[src/shared/gpio_pkg.sv]
// Contract
// - Input pin with alternate output enabled reads back the alternate output state.
// - Output pin with alternate input makes the peripheral see the latch level.
// - Wait and halt leave registers and pins unchanged; enabled pin interrupt wakes.
// - Pin event requests interrupt only if input, enabled, and CPU mask cleared.
// - Output option 0 is open drain, 1 is push-pull.
// - Input option 0 is plain floating, 1 is floating with interrupt.
// - Small package forces PB7:0, PD7:5, PE6:4 to input with pull-up.
// - Five ports A to E each have an 8-bit data latch reset to zero.
// - Data latch writes always update the latch, even for input pins.
// - Reading data of an input pin returns the synchronised pin level.
// - Small package: data bits of absent pins read as one.
// - Small package: direction and latch bits of absent pins held zero.
// - Each port has an 8-bit direction register, reset zero, 1 is output.
// - Pins without option storage are configured by direction alone.
// - Reading data of an output pin returns the latch, not the pin.
// - Bit x of each port register controls and reports pin x.
// - A latched pin interrupt request clears when its vector is fetched.
// - A write changing edge sensitivity clears all pending pin requests.
package gpio_pkg;
   localparam int NUM_PORTS = 5;
   localparam logic [7:0] ADDR_PORT_A_DATA = 8'h26;
   localparam logic [7:0] ADDR_PORT_A_DIR = 8'h27;
   localparam logic [7:0] ADDR_PORT_A_OPTION = 8'h28;
   localparam logic [7:0] ADDR_PORT_B_DATA = 8'h29;
   localparam logic [7:0] ADDR_PORT_B_DIR = 8'h2A;
   localparam logic [7:0] ADDR_PORT_B_OPTION = 8'h2B;
   localparam logic [7:0] ADDR_PORT_C_DATA = 8'h2C;
   localparam logic [7:0] ADDR_PORT_C_DIR = 8'h2D;
   localparam logic [7:0] ADDR_PORT_C_OPTION = 8'h2E;
   localparam logic [7:0] ADDR_PORT_D_DATA = 8'h2F;
   localparam logic [7:0] ADDR_PORT_D_DIR = 8'h30;
   localparam logic [7:0] ADDR_PORT_D_OPTION = 8'h31;
   localparam logic [7:0] ADDR_PORT_E_DATA = 8'h32;
   localparam logic [7:0] ADDR_PORT_E_DIR = 8'h33;
   localparam logic [7:0] ADDR_PORT_E_OPTION = 8'h34;
   localparam logic [7:0] ADDR_IRQ_ENABLE_BASE = 8'h40;
   localparam logic [7:0] ADDR_EDGE_CTRL = 8'h45;
   localparam logic [7:0] ADDR_PENDING = 8'h46;
   localparam logic [7:0] REG_RESET = 8'h00;
   localparam logic [7:0] OPTION_PRESENT = 8'hFF;
   // Absent pins in the small package, indexed A..E
   localparam logic [39:0] ABSENT_MASK = 40'h70_E0_00_FF_00;

   typedef struct packed {
      logic [7:0] addr;
      logic [7:0] wdata;
      logic wr;
      logic rd;
   } reg_req_t;

   typedef struct packed {
      logic [39:0] out;
      logic [39:0] oe;
      logic [39:0] pull_up;
   } pad_ctrl_t;
endpackage : gpio_pkg
[src/core/gpio_ports.sv]
`timescale 1ns/10ps
module gpio_ports (
   input wire logic sys_clk_i,
   input wire logic rst_n_i,
   input wire gpio_pkg::reg_req_t req_i,
   output logic [7:0] rdata_o,
   input wire logic small_pkg_i,
   input wire logic [39:0] pad_in_i,
   output gpio_pkg::pad_ctrl_t pad_o,
   input wire logic [39:0] alt_out_en_i,
   input wire logic [39:0] alt_out_i,
   output logic [39:0] alt_in_o,
   input wire logic cpu_irq_mask_i,
   input wire logic [4:0] vector_fetch_i,
   output logic [4:0] irq_req_o,
   output logic wakeup_o
);
   import gpio_pkg::*;

   // ---------------------------------------------
   // Registers
   // ---------------------------------------------
   logic [39:0] data_q, dir_q, opt_q;
   logic [39:0] sync1_q, sync2_q, prev_q;
   logic [4:0] pend_q;
   logic [4:0] edge_q;
   logic [39:0] absent;
   logic [39:0] in_mode, irq_cap, ev;
   logic [7:0] rd_d;
   logic [7:0] idx;

   assign absent = small_pkg_i ? ABSENT_MASK : 40'h00_00_00_00_00;
   assign idx = req_i.addr - ADDR_PORT_A_DATA;

   function automatic logic in_map(input logic [7:0] a);
      in_map = (a >= ADDR_PORT_A_DATA) && (a <= ADDR_PORT_E_OPTION);
   endfunction : in_map

   function automatic logic wr_hit(input reg_req_t r, input logic [7:0] ad);
      wr_hit = r.wr && (r.addr == ad);
   endfunction : wr_hit

   // ---------------------------------------------
   // Port registers
   // ---------------------------------------------
   genvar p;
   generate
      for (p = 0; p < NUM_PORTS; p++) begin : g_port
         localparam logic [7:0] BASE = 8'(3 * p);
         always_ff @(posedge sys_clk_i or negedge rst_n_i) begin
            if (!rst_n_i) begin
               data_q[8*p +: 8] <= REG_RESET;
               dir_q[8*p +: 8] <= REG_RESET;
               opt_q[8*p +: 8] <= REG_RESET;
            end else begin
               // Writes land regardless of direction
               if (wr_hit(req_i, ADDR_PORT_A_DATA + BASE)) begin
                  data_q[8*p +: 8] <= req_i.wdata & ~absent[8*p +: 8];
               end else begin
                  data_q[8*p +: 8] <= data_q[8*p +: 8] & ~absent[8*p +: 8];
               end
               if (wr_hit(req_i, ADDR_PORT_A_DATA + BASE + 8'h01)) begin
                  dir_q[8*p +: 8] <= req_i.wdata & ~absent[8*p +: 8];
               end else begin
                  dir_q[8*p +: 8] <= dir_q[8*p +: 8] & ~absent[8*p +: 8];
               end
               if (wr_hit(req_i, ADDR_PORT_A_DATA + BASE + 8'h02)) begin
                  opt_q[8*p +: 8] <= req_i.wdata & OPTION_PRESENT;
               end
            end
         end
      end
   endgenerate

   // ---------------------------------------------
   // Pin synchroniser
   // ---------------------------------------------
   always_ff @(posedge sys_clk_i or negedge rst_n_i) begin
      if (!rst_n_i) begin
         sync1_q <= '0;
         sync2_q <= '0;
         prev_q <= '0;
      end else begin
         sync1_q <= pad_in_i;
         sync2_q <= sync1_q;
         prev_q <= sync2_q;
      end
   end

   // ---------------------------------------------
   // Pad drive
   // ---------------------------------------------
   // Alternate output overrides the port programming
   logic [39:0] drv_val, drv_en;
   always_comb begin
      for (int i = 0; i < 40; i++) begin
         drv_val[i] = alt_out_en_i[i] ? alt_out_i[i] : data_q[i];
      end
   end
   assign drv_en = dir_q | alt_out_en_i;

   always_ff @(posedge sys_clk_i or negedge rst_n_i) begin
      if (!rst_n_i) begin
         pad_o <= '0;
         alt_in_o <= '0;
      end else begin
         pad_o.out <= drv_val & ~absent;
         // Open drain releases the high side on a one
         pad_o.oe <= drv_en & ~absent & (opt_q | alt_out_en_i | ~drv_val);
         pad_o.pull_up <= absent;
         // Output pins feed peripherals from the latch
         alt_in_o <= (dir_q & data_q) | (~dir_q & sync2_q);
      end
   end

   // ---------------------------------------------
   // Read back
   // ---------------------------------------------
   always_comb begin
      rd_d = 8'h00;
      for (int q = 0; q < NUM_PORTS; q++) begin
         if (idx == 8'(3 * q)) begin
            for (int b = 0; b < 8; b++) begin
               if (absent[8*q+b]) rd_d[b] = 1'b1;
               else if (!dir_q[8*q+b] && alt_out_en_i[8*q+b])
                  rd_d[b] = alt_out_i[8*q+b];
               else if (!dir_q[8*q+b]) rd_d[b] = sync2_q[8*q+b];
               else rd_d[b] = data_q[8*q+b];
            end
         end else if (idx == 8'(3 * q + 1)) begin
            rd_d = dir_q[8*q +: 8];
         end else if (idx == 8'(3 * q + 2)) begin
            rd_d = opt_q[8*q +: 8];
         end
      end
      if (!in_map(req_i.addr)) rd_d = 8'h00;
      for (int q = 0; q < NUM_PORTS; q++) begin
         if (req_i.addr == ADDR_IRQ_ENABLE_BASE + 8'(q)) rd_d = opt_q[8*q +: 8];
      end
      if (req_i.addr == ADDR_EDGE_CTRL) rd_d = {3'b000, edge_q};
      if (req_i.addr == ADDR_PENDING) rd_d = {3'b000, pend_q};
   end

   always_ff @(posedge sys_clk_i or negedge rst_n_i) begin
      if (!rst_n_i) begin
         rdata_o <= 8'h00;
      end else if (req_i.rd) begin
         rdata_o <= rd_d;
      end else begin
         // Idle bus reads zero so stale data never looks valid
         rdata_o <= 8'h00;
      end
   end

   // ---------------------------------------------
   // Pin interrupts
   // ---------------------------------------------
   // Enable bits share option storage: input with option set is interrupt capable
   assign in_mode = ~dir_q & ~absent;
   assign irq_cap = in_mode & opt_q;
   logic edge_wr;
   assign edge_wr = wr_hit(req_i, ADDR_EDGE_CTRL) && (req_i.wdata[4:0] != edge_q);

   always_ff @(posedge sys_clk_i or negedge rst_n_i) begin
      if (!rst_n_i) begin
         edge_q <= 5'h00;
      end else if (wr_hit(req_i, ADDR_EDGE_CTRL)) begin
         edge_q <= req_i.wdata[4:0];
      end
   end

   always_comb begin
      for (int i = 0; i < 40; i++) begin
         // Edge_q bit 1 selects rising, 0 falling, per port vector
         ev[i] = irq_cap[i] & (edge_q[i/8] ? (sync2_q[i] & ~prev_q[i])
                                             : (~sync2_q[i] & prev_q[i]));
      end
   end

   always_ff @(posedge sys_clk_i or negedge rst_n_i) begin
      if (!rst_n_i) begin
         pend_q <= 5'h00;
      end else begin
         for (int q = 0; q < NUM_PORTS; q++) begin
            if (edge_wr) pend_q[q] <= 1'b0;
            else if (|ev[8*q +: 8]) pend_q[q] <= 1'b1;
            else if (vector_fetch_i[q]) pend_q[q] <= 1'b0;
         end
      end
   end

   always_ff @(posedge sys_clk_i or negedge rst_n_i) begin
      if (!rst_n_i) begin
         irq_req_o <= 5'h00;
         wakeup_o <= 1'b0;
      end else begin
         irq_req_o <= cpu_irq_mask_i ? 5'h00 : pend_q;
         // Wake ignores the CPU mask; low power never touches port state
         wakeup_o <= |pend_q;
      end
   end

   // ---------------------------------------------
   // Checks
   // ---------------------------------------------
   property p_rst_data;
      @(posedge sys_clk_i) disable iff (!rst_n_i)
      $rose(rst_n_i) |-> data_q == '0;
   endproperty
   a_rst_data: assert property (p_rst_data) else $error("data not reset");

   property p_irq_mask;
      @(posedge sys_clk_i) disable iff (!rst_n_i)
      $past(cpu_irq_mask_i) |-> irq_req_o == 5'h00;
   endproperty
   a_irq_mask: assert property (p_irq_mask) else $error("irq while masked");

   property p_edge_clear;
      @(posedge sys_clk_i) disable iff (!rst_n_i)
      edge_wr |=> pend_q == 5'h00;
   endproperty
   a_edge_clear: assert property (p_edge_clear) else $error("pending kept");

   property p_absent_zero;
      @(posedge sys_clk_i) disable iff (!rst_n_i)
      small_pkg_i ##1 small_pkg_i |-> (dir_q & ABSENT_MASK) == '0;
   endproperty
   a_absent_zero: assert property (p_absent_zero) else $error("absent dir set");

   property p_wr_data;
      @(posedge sys_clk_i) disable iff (!rst_n_i)
      req_i.wr && req_i.addr == ADDR_PORT_A_DATA && !small_pkg_i
      |=> data_q[7:0] == $past(req_i.wdata);
   endproperty
   a_wr_data: assert property (p_wr_data) else $error("latch missed write");

   property p_pull;
      @(posedge sys_clk_i) disable iff (!rst_n_i)
      small_pkg_i |=> pad_o.pull_up == ABSENT_MASK && (pad_o.oe & ABSENT_MASK) == '0;
   endproperty
   a_pull: assert property (p_pull) else $error("absent pin not pulled");

   property p_fetch;
      @(posedge sys_clk_i) disable iff (!rst_n_i)
      vector_fetch_i[0] && ev[7:0] == '0 && !edge_wr |=> !pend_q[0];
   endproperty
   a_fetch: assert property (p_fetch) else $error("fetch did not clear");

   property p_od;
      @(posedge sys_clk_i) disable iff (!rst_n_i)
      dir_q[0] && !opt_q[0] && !alt_out_en_i[0] && data_q[0] && !small_pkg_i
      |=> !pad_o.oe[0];
   endproperty
   a_od: assert property (p_od) else $error("open drain drove high");

   // ---------------------------------------------
   // Checks on registers, read back, pads and requests
   // ---------------------------------------------
   property p_rst_dir;
      @(posedge sys_clk_i) disable iff (!rst_n_i)
      $rose(rst_n_i) |-> dir_q == '0 && opt_q == '0;
   endproperty
   a_rst_dir: assert property (p_rst_dir) else $error("direction not reset");

   property p_rst_pads;
      @(posedge sys_clk_i) disable iff (!rst_n_i)
      $rose(rst_n_i) |-> pad_o.oe == '0 && rdata_o == 8'h00;
   endproperty
   a_rst_pads: assert property (p_rst_pads) else $error("pads driven after reset");

   property p_rd_absent;
      @(posedge sys_clk_i) disable iff (!rst_n_i)
      req_i.rd && small_pkg_i && req_i.addr == ADDR_PORT_B_DATA |=> rdata_o == 8'hFF;
   endproperty
   a_rd_absent: assert property (p_rd_absent) else $error("absent data not one");

   property p_rd_out;
      @(posedge sys_clk_i) disable iff (!rst_n_i)
      req_i.rd && req_i.addr == ADDR_PORT_A_DATA && dir_q[0] |=> rdata_o[0] == $past(data_q[0]);
   endproperty
   a_rd_out: assert property (p_rd_out) else $error("output read not latch");

   property p_rd_in;
      @(posedge sys_clk_i) disable iff (!rst_n_i)
      req_i.rd && req_i.addr == ADDR_PORT_A_DATA && !dir_q[0] && !alt_out_en_i[0]
      |=> rdata_o[0] == $past(sync2_q[0]);
   endproperty
   a_rd_in: assert property (p_rd_in) else $error("input read not pin");

   property p_rd_alt;
      @(posedge sys_clk_i) disable iff (!rst_n_i)
      req_i.rd && req_i.addr == ADDR_PORT_A_DATA && !dir_q[0] && alt_out_en_i[0]
      |=> rdata_o[0] == $past(alt_out_i[0]);
   endproperty
   a_rd_alt: assert property (p_rd_alt) else $error("alternate read wrong");

   property p_alt_in_out;
      @(posedge sys_clk_i) disable iff (!rst_n_i)
      dir_q[0] |=> alt_in_o[0] == $past(data_q[0]);
   endproperty
   a_alt_in_out: assert property (p_alt_in_out) else $error("peripheral not fed latch");

   property p_alt_in_in;
      @(posedge sys_clk_i) disable iff (!rst_n_i)
      !dir_q[0] |=> alt_in_o[0] == $past(sync2_q[0]);
   endproperty
   a_alt_in_in: assert property (p_alt_in_in) else $error("peripheral not fed pin");

   property p_pp;
      @(posedge sys_clk_i) disable iff (!rst_n_i)
      dir_q[0] && opt_q[0] |=> pad_o.oe[0];
   endproperty
   a_pp: assert property (p_pp) else $error("push-pull not driven");

   property p_in_float;
      @(posedge sys_clk_i) disable iff (!rst_n_i)
      !dir_q[0] && !alt_out_en_i[0] |=> !pad_o.oe[0];
   endproperty
   a_in_float: assert property (p_in_float) else $error("input pin driven");

   property p_no_cap;
      @(posedge sys_clk_i) disable iff (!rst_n_i)
      irq_cap[7:0] == '0 && !pend_q[0] |=> !pend_q[0];
   endproperty
   a_no_cap: assert property (p_no_cap) else $error("request without capability");

   property p_wake;
      @(posedge sys_clk_i) disable iff (!rst_n_i)
      (|pend_q) |=> wakeup_o;
   endproperty
   a_wake: assert property (p_wake) else $error("pending without wake");

   property p_unmask;
      @(posedge sys_clk_i) disable iff (!rst_n_i)
      !cpu_irq_mask_i |=> irq_req_o == $past(pend_q);
   endproperty
   a_unmask: assert property (p_unmask) else $error("unmasked request lost");

   property p_hold_dir;
      @(posedge sys_clk_i) disable iff (!rst_n_i)
      !req_i.wr && !small_pkg_i |=> $stable(dir_q);
   endproperty
   a_hold_dir: assert property (p_hold_dir) else $error("direction moved");

   property p_absent_data;
      @(posedge sys_clk_i) disable iff (!rst_n_i)
      small_pkg_i ##1 small_pkg_i |-> (data_q & ABSENT_MASK) == '0;
   endproperty
   a_absent_data: assert property (p_absent_data) else $error("absent latch set");

   property p_no_pull;
      @(posedge sys_clk_i) disable iff (!rst_n_i)
      !small_pkg_i |=> pad_o.pull_up == '0;
   endproperty
   a_no_pull: assert property (p_no_pull) else $error("pull-up on bonded pin");
endmodule : gpio_ports

[config.mk]
export PLATFORM = sky130hd
export DESIGN_NAME = gpio_ports
export DESIGN_NICKNAME = d
export VERILOG_FILES = /design/src/shared/gpio_pkg.sv /design/src/core/gpio_ports.sv
export SDC_FILE = /design/constraint.sdc
export NUM_CORES = 1
export LEC_CHECK = 0
export BUFFER_PORTS_ARGS = -buffer_cell sky130_fd_sc_hd__buf_2
export CAP_MARGIN = 20
export CELL_PAD_IN_SITES_DETAIL_PLACEMENT = 0
export CELL_PAD_IN_SITES_GLOBAL_PLACEMENT = 1
export CORE_MARGIN = 3
export CORE_UTILIZATION = 35
export CTS_CLUSTER_SIZE = 28
export DETAILED_ROUTE_END_ITERATION = 8
export PLACE_DENSITY_LB_ADDON = 0.08
export SLEW_MARGIN = 0
export SYNTH_ARGS = -nofsm -noshare
export SYNTH_HDL_FRONTEND = slang
export SYNTH_SLANG_ARGS = --single-unit
[constraint.sdc]
create_clock -name sys_clk_i -period 5.2 [get_ports sys_clk_i]
set_input_delay 0 -clock sys_clk_i [delete_from_list [all_inputs] [get_ports sys_clk_i]]
set_output_delay 0 -clock sys_clk_i [all_outputs]
set_load 0.03 [all_outputs]
==> Yosys cells after proc, flatten, opt, wreduce, memory -nomap -nowiden <==
Cells that the tools add are included.
{ "totals": {"register_bits": 423, "input_bits": 147, "output_inout_bits": 174, "elab_cells": 666} }
{ "op_classes": {"addsub": 1, "n_lt_le_gt_ge": 2, "n_eq_ne": 37, "n_mux": 251, "bitwise_logic": 234, "reduce_logical": 110} }
{ "op_table": {"columns": ["op", "n"], "rows": [
  ["bitwise AND 40 bit", 7],
  ["two-way mux 8 bit", 34],
  ["two-way mux 1 bit", 215],
  ["OR 40 bit", 4],
  ["bitwise AND 1 bit", 120],
  ["bitwise AND 8 bit", 15],
  ["== test 8 x 6 -> 1 bit (second input constant)", 15],
  ["NOT 1 bit", 80],
  ["NOT 40 bit", 2],
  ["logical AND 1 bit", 58],
  ["== test 8 x 4 -> 1 bit (second input constant)", 7],
  ["== test 8 x 7 -> 1 bit (second input constant)", 7],
  ["zero test 1 bit", 40],
  ["NOT 39 -> 40 bit", 1],
  ["OR reduction 8 bit", 5],
  ["two-way mux 39 bit", 1],
  ["== test 8 x 3 -> 1 bit (second input constant)", 4],
  ["NOT 8 bit", 4],
  ["== test 8 x 2 -> 1 bit (second input constant)", 2],
  ["nonzero test 3 bit", 5],
  ["== test 8 x 1 -> 1 bit (second input constant)", 1],
  [">= comparator 8 x 6 -> 1 bit (second input constant)", 1],
  ["<= comparator 8 x 6 -> 1 bit (second input constant)", 1],
  ["zero test 8 bit", 1],
  ["5 further kinds", 5]
]} }

==> Longest topological paths before layout <==
Gate-level depths: netlist of run 1.
{ "logic_depth": {"word_depth": 26, "mapped_depth": 9, "mapped_depth_nobuf": 7} }

==> Least setup slack after synthesis of run 1 <==
No wires, ideal clock.
{ "synth_timing": {"kind": "input to register", "start": "in req_i[11] in the netlist's numbering", "end": "reg rdata_o[3]", "setup_ns": 0.131, "arrival_ns": 1.679, "t_required_ns": 5.069, "path_slack_ns": 3.391, "path_stages": 9, "path_buffers": 3, "cell_sequence": "ha_1 -> clkbuf_1 -> clkbuf_1 -> buf_2 -> nor2_1 -> a32oi_1 -> a21oi_1 -> o21ai_0 -> a31oi_1"} }
{ "synth_between": {"elab_chain_len": 26, "elab_cells_between_ends": 50, "classes_between": "1 x add/sub; 2 x order compare; 21 x eq/ne; 24 x mux; 2 x reduce/logical"} }
{ "synth_lines": {"columns": ["item", "line", "source"], "rows": [
  ["from (decl)", "gpio_ports.sv:5", "input wire gpio_pkg::reg_req_t req_i,"],
  ["subtractor 8 x 6 -> 8 bit", "gpio_ports.sv:33", "assign idx = req_i.addr - ADDR_PORT_A_DATA;"],
  ["== test 8 x 2 -> 1 bit", "gpio_ports.sv:132", "end else if (idx == 8'(3 * q + 2)) begin"],
  ["two-way mux 8 bit", "gpio_ports.sv:132", null],
  ["two-way mux 8 bit", "gpio_ports.sv:130", "end else if (idx == 8'(3 * q + 1)) begin"],
  ["two-way mux 8 bit", "gpio_ports.sv:122", "if (idx == 8'(3 * q)) begin"],
  ["two-way mux 8 bit", "gpio_ports.sv:132", null],
  ["two-way mux 8 bit", "gpio_ports.sv:130", null],
  ["two-way mux 8 bit", "gpio_ports.sv:122", null],
  ["[... 6 more ...]", null, null],
  ["two-way mux 8 bit", "gpio_ports.sv:132", null],
  ["two-way mux 8 bit", "gpio_ports.sv:130", null],
  ["two-way mux 8 bit", "gpio_ports.sv:122", null],
  ["two-way mux 8 bit", "gpio_ports.sv:136", "if (!in_map(req_i.addr)) rd_d = 8'h00;"],
  ["two-way mux 8 bit (5 in a row)", "gpio_ports.sv:138", "if (req_i.addr == ADDR_IRQ_ENABLE_BASE + 8'(q)) rd_d = opt_q[8*q +: 8];"],
  ["two-way mux 8 bit", "gpio_ports.sv:140", "if (req_i.addr == ADDR_EDGE_CTRL) rd_d = {3'b000, edge_q};"],
  ["two-way mux 8 bit *", "gpio_ports.sv:141", "if (req_i.addr == ADDR_PENDING) rd_d = {3'b000, pend_q};"],
  ["two-way mux 8 bit *", "gpio_ports.sv:147", "end else if (req_i.rd) begin"],
  ["to (signal assigned)", "gpio_ports.sv:148", "rdata_o <= rd_d;"],
  ["to (decl)", "gpio_ports.sv:6", "output logic [7:0] rdata_o,"]
]} }
Mark *: on every way between the ends. The rest lies on a longest branch, timed or not.
A chain may end at the register's enable or synchronous reset.

==> Final worst setup path of run 1 <==
{ "layout_timing": {"start": "in req_i[12] in the netlist's numbering", "end": "reg rdata_o[1]"} }
Same word-level chain as after synthesis.

==> results.txt, run 1 <==
row count: 80
Synth Area in Compound Gates: 0.1199
clk root buf: clkbuf_16
Max Slew Vio Count: 0
total congestion overflow: 0
# diodes: 0
count of different cell masters after synthesis: 82
Avg Inst Size Synth: 11.46 µm²
number of global-route vias before repair: 14500
Final Setup Violations: 0
RD Place Congestion: 0.9151
Critical Path Start Type: input port
Initial Utilization: 0.3590
RSZ-0062 raised after global routing: false
largest net degree at the start of global routing: 128
Die ar.: 0.05230 mm²
final total power: 7.344 mW
Max IR drop VDD: 0.2319 mV
Core Util, Final: 0.4656
CTS tree: yes
worst clock skew: 0.02657 ns
Die H: 228.7 µm
WL final: 64880 µm
Post-route DRC: 0
main combinational cell family by area after synthesis: multiplexers
Crit path arrival time: 3.20 ns
share of cells above drive strength 1: 0.2870
Yosys warning count: 0
Fmax achieved: 0.3644 GHz
Async SR Flop Fraction: 1.000
Synth Register Bits: 385
Sink Count: 385
DRT Pass-1 Iters: 5
Synth Area in Adders: 0.0007208
Top-Level Pins: 321
Pwr Density: 326.2 mW/mm²
IO buf count: 294
pre-CTS setup slack: 1.983 ns
Worst Max-Slew Pin Slew: 1.136 ns
Mapped Area: 0.01736 mm²
fraction of the yosys area taken by sequential cells: 0.5550
multiplexer share of the synthesized area: 0.1530
period utilization: 0.5277
R2R Setup Slk: 2.71 ns
Hold WC Path Type: in2reg
Die Width: 228.7 µm
prevailing post-synth register cell: dfrtp_1
initial antenna violation count: 3
setup_tns: 0 ns
Area growth syn-to-layout: 29.69%
global-route wire length before repair: 97150 µm
status: finished, final reports clean
Max-Cap Viols: 0
# H-tree levels: 2
vias per inst: 5.189
simple-gate share of the synthesized area: 0.1279
Avg WL per Cell: 24.49 µm
dpl cells: 2403
Post-layout nets: 2113
Synth Area in XOR/XNOR: 0.003965
overall global routing resource usage: 0.2488
CP Class: in2reg
Final min period: 2.744 ns
Core ar.: 0.04835 mm²
clock buffer depth: 3
count of mapped cells out of synthesis: 1514
Final ANT Viol Nets: 0
Worst slew margin: 0.2386
Cell Count, Final, Fillers Out: 2649
Leak: 10.35 nW
Fin. Hold Viols: 0
CP endpoint kind: flop
DRT iter0 DRCs: 906
WP data required: 5.66 ns
TritonCTS Buffers: 44
clock transition at the registers of the reported paths: 0.06 ns
Post-synth EDFFs: 0
Post-DP HPWL: 46750 µm
vias post-DR: 13750
Clk Latency, worst-skew pair: 0.59 ns
PnR worst setup slack: 2.456 ns
CP Max Fanout: 44
==> repair_timing <==
action,in CTS,in global routing
setup endpoints to repair,0,0
hold buffers,172,0
buffers inserted,0,0
gates resized for setup,0,0
endpoints found under the hold margin,273,0
==> placed cells by master, fill, tap and decap left out, types with 17 or more instances in the layout <==
cell type,n
conb_1,26
mux2i_1,73
a21o_1,28
dlygate4sd3_1,172
inv_1,35
nand3_1,17
nor2_1,110
buf_2,293
nand2_1,113
mux2_2,167
o22ai_1,26
dfrtp_1,385
o21ai_0,70
a21oi_1,78
nand2b_1,72
clkbuf_16,46
nor2b_1,20
==> through the flow <==
stage / hold slack (ns) / area (µm²)
global placement: 0.1081 / 19350
CTS: 0.02781 / 22510
detailed placement: 0.1064 / 19350
global route: 0.04889 / 22510
floorplan: -0.2956 / 17450
finish: 0.05871 / 22510
==> critical path: stages <==
cell,delay (ns)
buf_2,0.18
ha_2,0.98
clkinv_1,0.63
nor3_1,0.38
o22ai_1,0.13
a211oi_1,0.44
o41ai_1,0.15
a211oi_1,0.30
==> Yosys cell counts (4+ instances only) <==
cell type	instances	share of area
dfrtp_1	385	0.56
mux2_2	167	0.11
nand2_1	113	0.024
nor2_1	110	0.024
a21oi_1	78	0.022
mux2i_1	73	0.042
nand2b_1	72	0.026
o21ai_0	70	0.020
buf_4	42	0.018
clkbuf_1	40	0.0086
inv_1	35	0.0076
a21o_1	28	0.012
o22ai_1	26	0.0094
nor2b_1	20	0.0072
nand3_1	17	0.0049
nor3_1	15	0.0043
a32oi_1	12	0.0061
o211ai_1	12	0.0052
nand3b_1	11	0.0048
nor3b_1	11	0.0048
buf_2	10	0.0029
a211oi_1	9	0.0039
a31oi_1	9	0.0032
buf_1	8	0.0017
a22oi_1	7	0.0030
nor4_1	7	0.0025
nor2_2	6	0.0022
o221ai_1	6	0.0030
a221oi_1	5	0.0025
a311oi_1	5	0.0025
and2_1	5	0.0018
nand4_1	5	0.0018
and3b_1	4	0.0020
o211a_1	4	0.0023
o311ai_0	4	0.0020
o31ai_1	4	0.0017
xnor2_1	4	0.0020
==> power breakdown <==
group / internal (mW) / switching (mW) / leakage [nW]
clock: 1.86 / 1.26 / 0.708
sequential: 3.14 / 0.149 / 4.82
combinational: 0.357 / 0.575 / 4.82
total: 5.36 / 1.98 / 10.3
==> cell families (layout without fill, tap and decap cells) <==
logic type | Yosys count | after routing
and+or+nand+nor | 424 | 424
DFF | 385 | 385
buffers and inverters | 136 | 590
other | 1 | 26
muxes | 242 | 242
AOI/OAI and AO/OA | 318 | 318
xor gates and xnor gates | 7 | 7
adders and majority gates | 1 | 1
==> registers in the layout, summed over array words and instances (netlist names), 40 cells and up <==
register,flops
sync2_q,40
prev_q,40
data_q,40
dir_q,40
opt_q,40
alt_in_o,40
pad_o,81
sync1_q,40
==> metal layers <==
layer / share of wire / global-route usage / vias to the layer above
li1: - / - / 6261
met5: 0.00018 / 0 / -
met3: 0.057 / 0.04923 / 107
met2: 0.47 / 0.4087 / 433
met1: 0.44 / 0.3327 / 6943
met4: 0.031 / 0.07774 / 2
==> cell type report <==
class                      count  area [µm²]
multi-input combinational   1018        7152
clock inverter                11       151.4
clock buffer                  63        1285
sequential                   385        9634
tap                          656       820.8
fill                        4533       25830
timing repair buffer         480        3333
inverter                      36       135.1
==> worst paths after layout <==
| path | startpoint | end | cells past startpoint |
|---|---|---|---|
| worst max-delay path | req_i[12] | rdata_o[1] | 8 |
| worst min-delay path | pad_in_i[23] | sync1_q[23] | 2 |
| worst max register to register | sync2_q[31] | rdata_o[7] | 6 |
| worst min register to register | sync1_q[6] | sync2_q[6] | 0 |
| max in group asynchronous | rst_n_i | alt_in_o[16] | 3 |
| min in group asynchronous | rst_n_i | sync2_q[36] | 2 |
Power figures use the tool's default switching activity.
==> inputs of run 2 (changes only) <==
- clock period: 5.2 -> 2.5 ns (I/O delays scaled with it)
==> run 2 against run 1 <==
Compared with the run above:
- flip-flop and latch count did not move
- critical path depth is 2 lower
- non-clock buffer count rose by 92
- global-route usage up 0.49 points
- first-iteration DRC count increased by 2.5%
- largest cell class unchanged
- clock skew down 0.0055 ns
- via count rose by 1.9%
- critical path type is now reg2reg
==> results.txt, run 2 (synthesis results as in run 1) <==
status: finished, final reports clean
Final Setup Violations: 0
Worst slew margin: 0.3116
Hold WC Path Type: in2reg
Sink Count: 385
WP data required: 2.94 ns
Initial Utilization: 0.3590
CP peak stage delay: 0.61 ns
Max IR drop VDD: 0.5703 mV
worst clock skew: 0.02107 ns
global-route wire length before repair: 99290 µm
Max-Cap Viols: 0
initial antenna violation count: 2
row count: 80
Die ar.: 0.05230 mm²
Post-DP HPWL: 49640 µm
Post-route DRC: 0
Final ANT Viol Nets: 0
Biggest register: pad_o
clock share of power: 0.425
Clk Latency, worst-skew pair: 0.58 ns
CTS tree: yes
leading cell type in the layout, fill and taps excluded: dfrtp_1
Reg-to-Reg Start: sync2_q[31]
Post-layout nets: 2206
power share of the sequential group: 0.441
Fin. Hold Viols: 0
switching share of power: 0.2705
CP top delay family: compound AO/OA/AOI/OAI gates
Max Slew Vio Count: 0
setup_tns: 0 ns
CP endpoint kind: flop
Hold Crit Depth: 4
total congestion overflow: 0
Area growth syn-to-layout: 34.52%
# H-tree levels: 2
clock buffer depth: 3
vias per inst: 5.099
Core ar.: 0.04835 mm²
Die Width: 228.7 µm
Final min period: 2.338 ns
Buf/Inv on CP: 0
slowest CP cell: o21ai_0
clock transition at the registers of the reported paths: 0.06 ns
overall global routing resource usage: 0.2536
pre-CTS setup slack: 0.08936 ns
Top-Level Pins: 321
IO buf count: 294
clk root buf: clkbuf_16
Crit path arrival time: 2.78 ns
Cell Chain, Critical Path: mux2_2, mux2_2, o21ai_0, o221ai_1, nor4_1, nor2_1
vias post-DR: 14000
CP Max Fanout: 5
CP Class: reg2reg
hold path endpoint: dir_q[12]
Leak: 10.86 nW
WP depth: 6
Avg WL per Cell: 24.21 µm
switching power: 4.182 mW
WL final: 66480 µm
Die H: 228.7 µm
most used cell, CP: mux2_2
RD Place Congestion: 0.9552
Worst Max-Slew Pin Slew: 1.033 ns
period utilization: 0.9351
commonest cells after routing, fill and taps aside: dfrtp_1, buf_2, dlygate4sd3_1, mux2_2, nand2_1
Logic pwr share: 0.134
worst min-delay path startpoint: req_i[6]
Fmax achieved: 0.4277 GHz
internal power: 11.28 mW
share of cells above drive strength 1: 0.3226
Pwr Density: 662.2 mW/mm²
DRT iter0 DRCs: 929
Reg-to-Reg End: rdata_o[7]
TritonCTS Buffers: 45
Critical Path Start Type: flop
RSZ-0062 raised after global routing: false
largest net degree at the start of global routing: 72
max reg flops: 81
DRT Pass-1 Iters: 5
r2r worst-path depth: 6
PnR worst setup slack: 0.1622 ns
R2R Setup Slk: 0.16 ns
number of global-route vias before repair: 14630
==> run 2: cell count changes in the layout (fill, tap and decap cells not counted), moves of 4 or more <==
cell	previous run	this run
buf_12	2	12
buf_4	12	98
clkbuf_1	10	5
clkbuf_8	7	12
clkinv_2	5	9
dlygate4sd3_1	172	168
==> run 2: worst max path at each step <==
stage,from,to,slack (ns)
2_1_floorplan,req_i[11],rdata_o[3],0.69
3_3_place_gp,req_i[10],rdata_o[1],0.07
3_5_place_dp,req_i[10],rdata_o[1],0.09
4_1_cts,sync2_q[31],rdata_o[7],0.19
5_1_grt,sync2_q[31],rdata_o[7],0.09
6_report,sync2_q[31],rdata_o[7],0.16
==> run 2: per-layer routing <==
layer / vias to the layer above / share of wire / GRT usage
met5: - / 0 / 0
met4: 0 / 0.020 / 0.05860
met3: 81 / 0.046 / 0.03003
met2: 405 / 0.48 / 0.4257
met1: 7091 / 0.45 / 0.3530
li1: 6426 / - / -
==> run 2: area by class of cell <==
class / count / area (µm²)
Inverter: 36 / 135.1
Multi-Input combinational cell: 1018 / 7137
Fill cell: 4479 / 25000
Clock buffer: 63 / 1335
Clock inverter: 15 / 146.4
Tap cell: 656 / 820.8
Sequential cell: 385 / 9634
Timing Repair Buffer: 572 / 4139
Antenna cell: 1 / 2.502
==> run 2: timing repair <==
item	in CTS	in global routing
gates resized for setup	0	0
setup buffers	0	0
hold buffers	168	0
hold endpoints to repair	524	0
==> run 2: stage by stage <==
stage,total power [mW],cells,util,hold slack [ns],area [µm²]
floorplan,7.850,1539,-,-0.2956,17450
global placement,8.800,2499,0.4175,0.04307,20180
detailed placement,8.802,2499,0.4175,0.03806,20180
CTS,15.66,2745,0.4829,0.002066,23350
global route,16.09,2745,0.4829,0.01160,23350
finish,15.46,2746,0.4830,0.01702,23350
==> run 2: power groups by stage <==
stage / Clock, mW / Sequential (mW) / Combinational [mW]
3_3_place_gp: 0 / 6.92 / 1.88
3_5_place_dp: 0 / 6.93 / 1.88
2_1_floorplan: 0 / 7.03 / 0.820
4_1_cts: 6.76 / 6.82 / 2.08
6_report: 6.57 / 6.82 / 2.07
5_1_grt: 7.01 / 6.85 / 2.23
==> run 2: worst reg2reg max path: stages (launching register included) <==
cell      delay [ns]
dfrtp_1         0.42
mux2_2          0.28
mux2_2          0.31
o21ai_0         0.61
o221ai_1        0.26
nor4_1          0.27
nor2_1          0.08
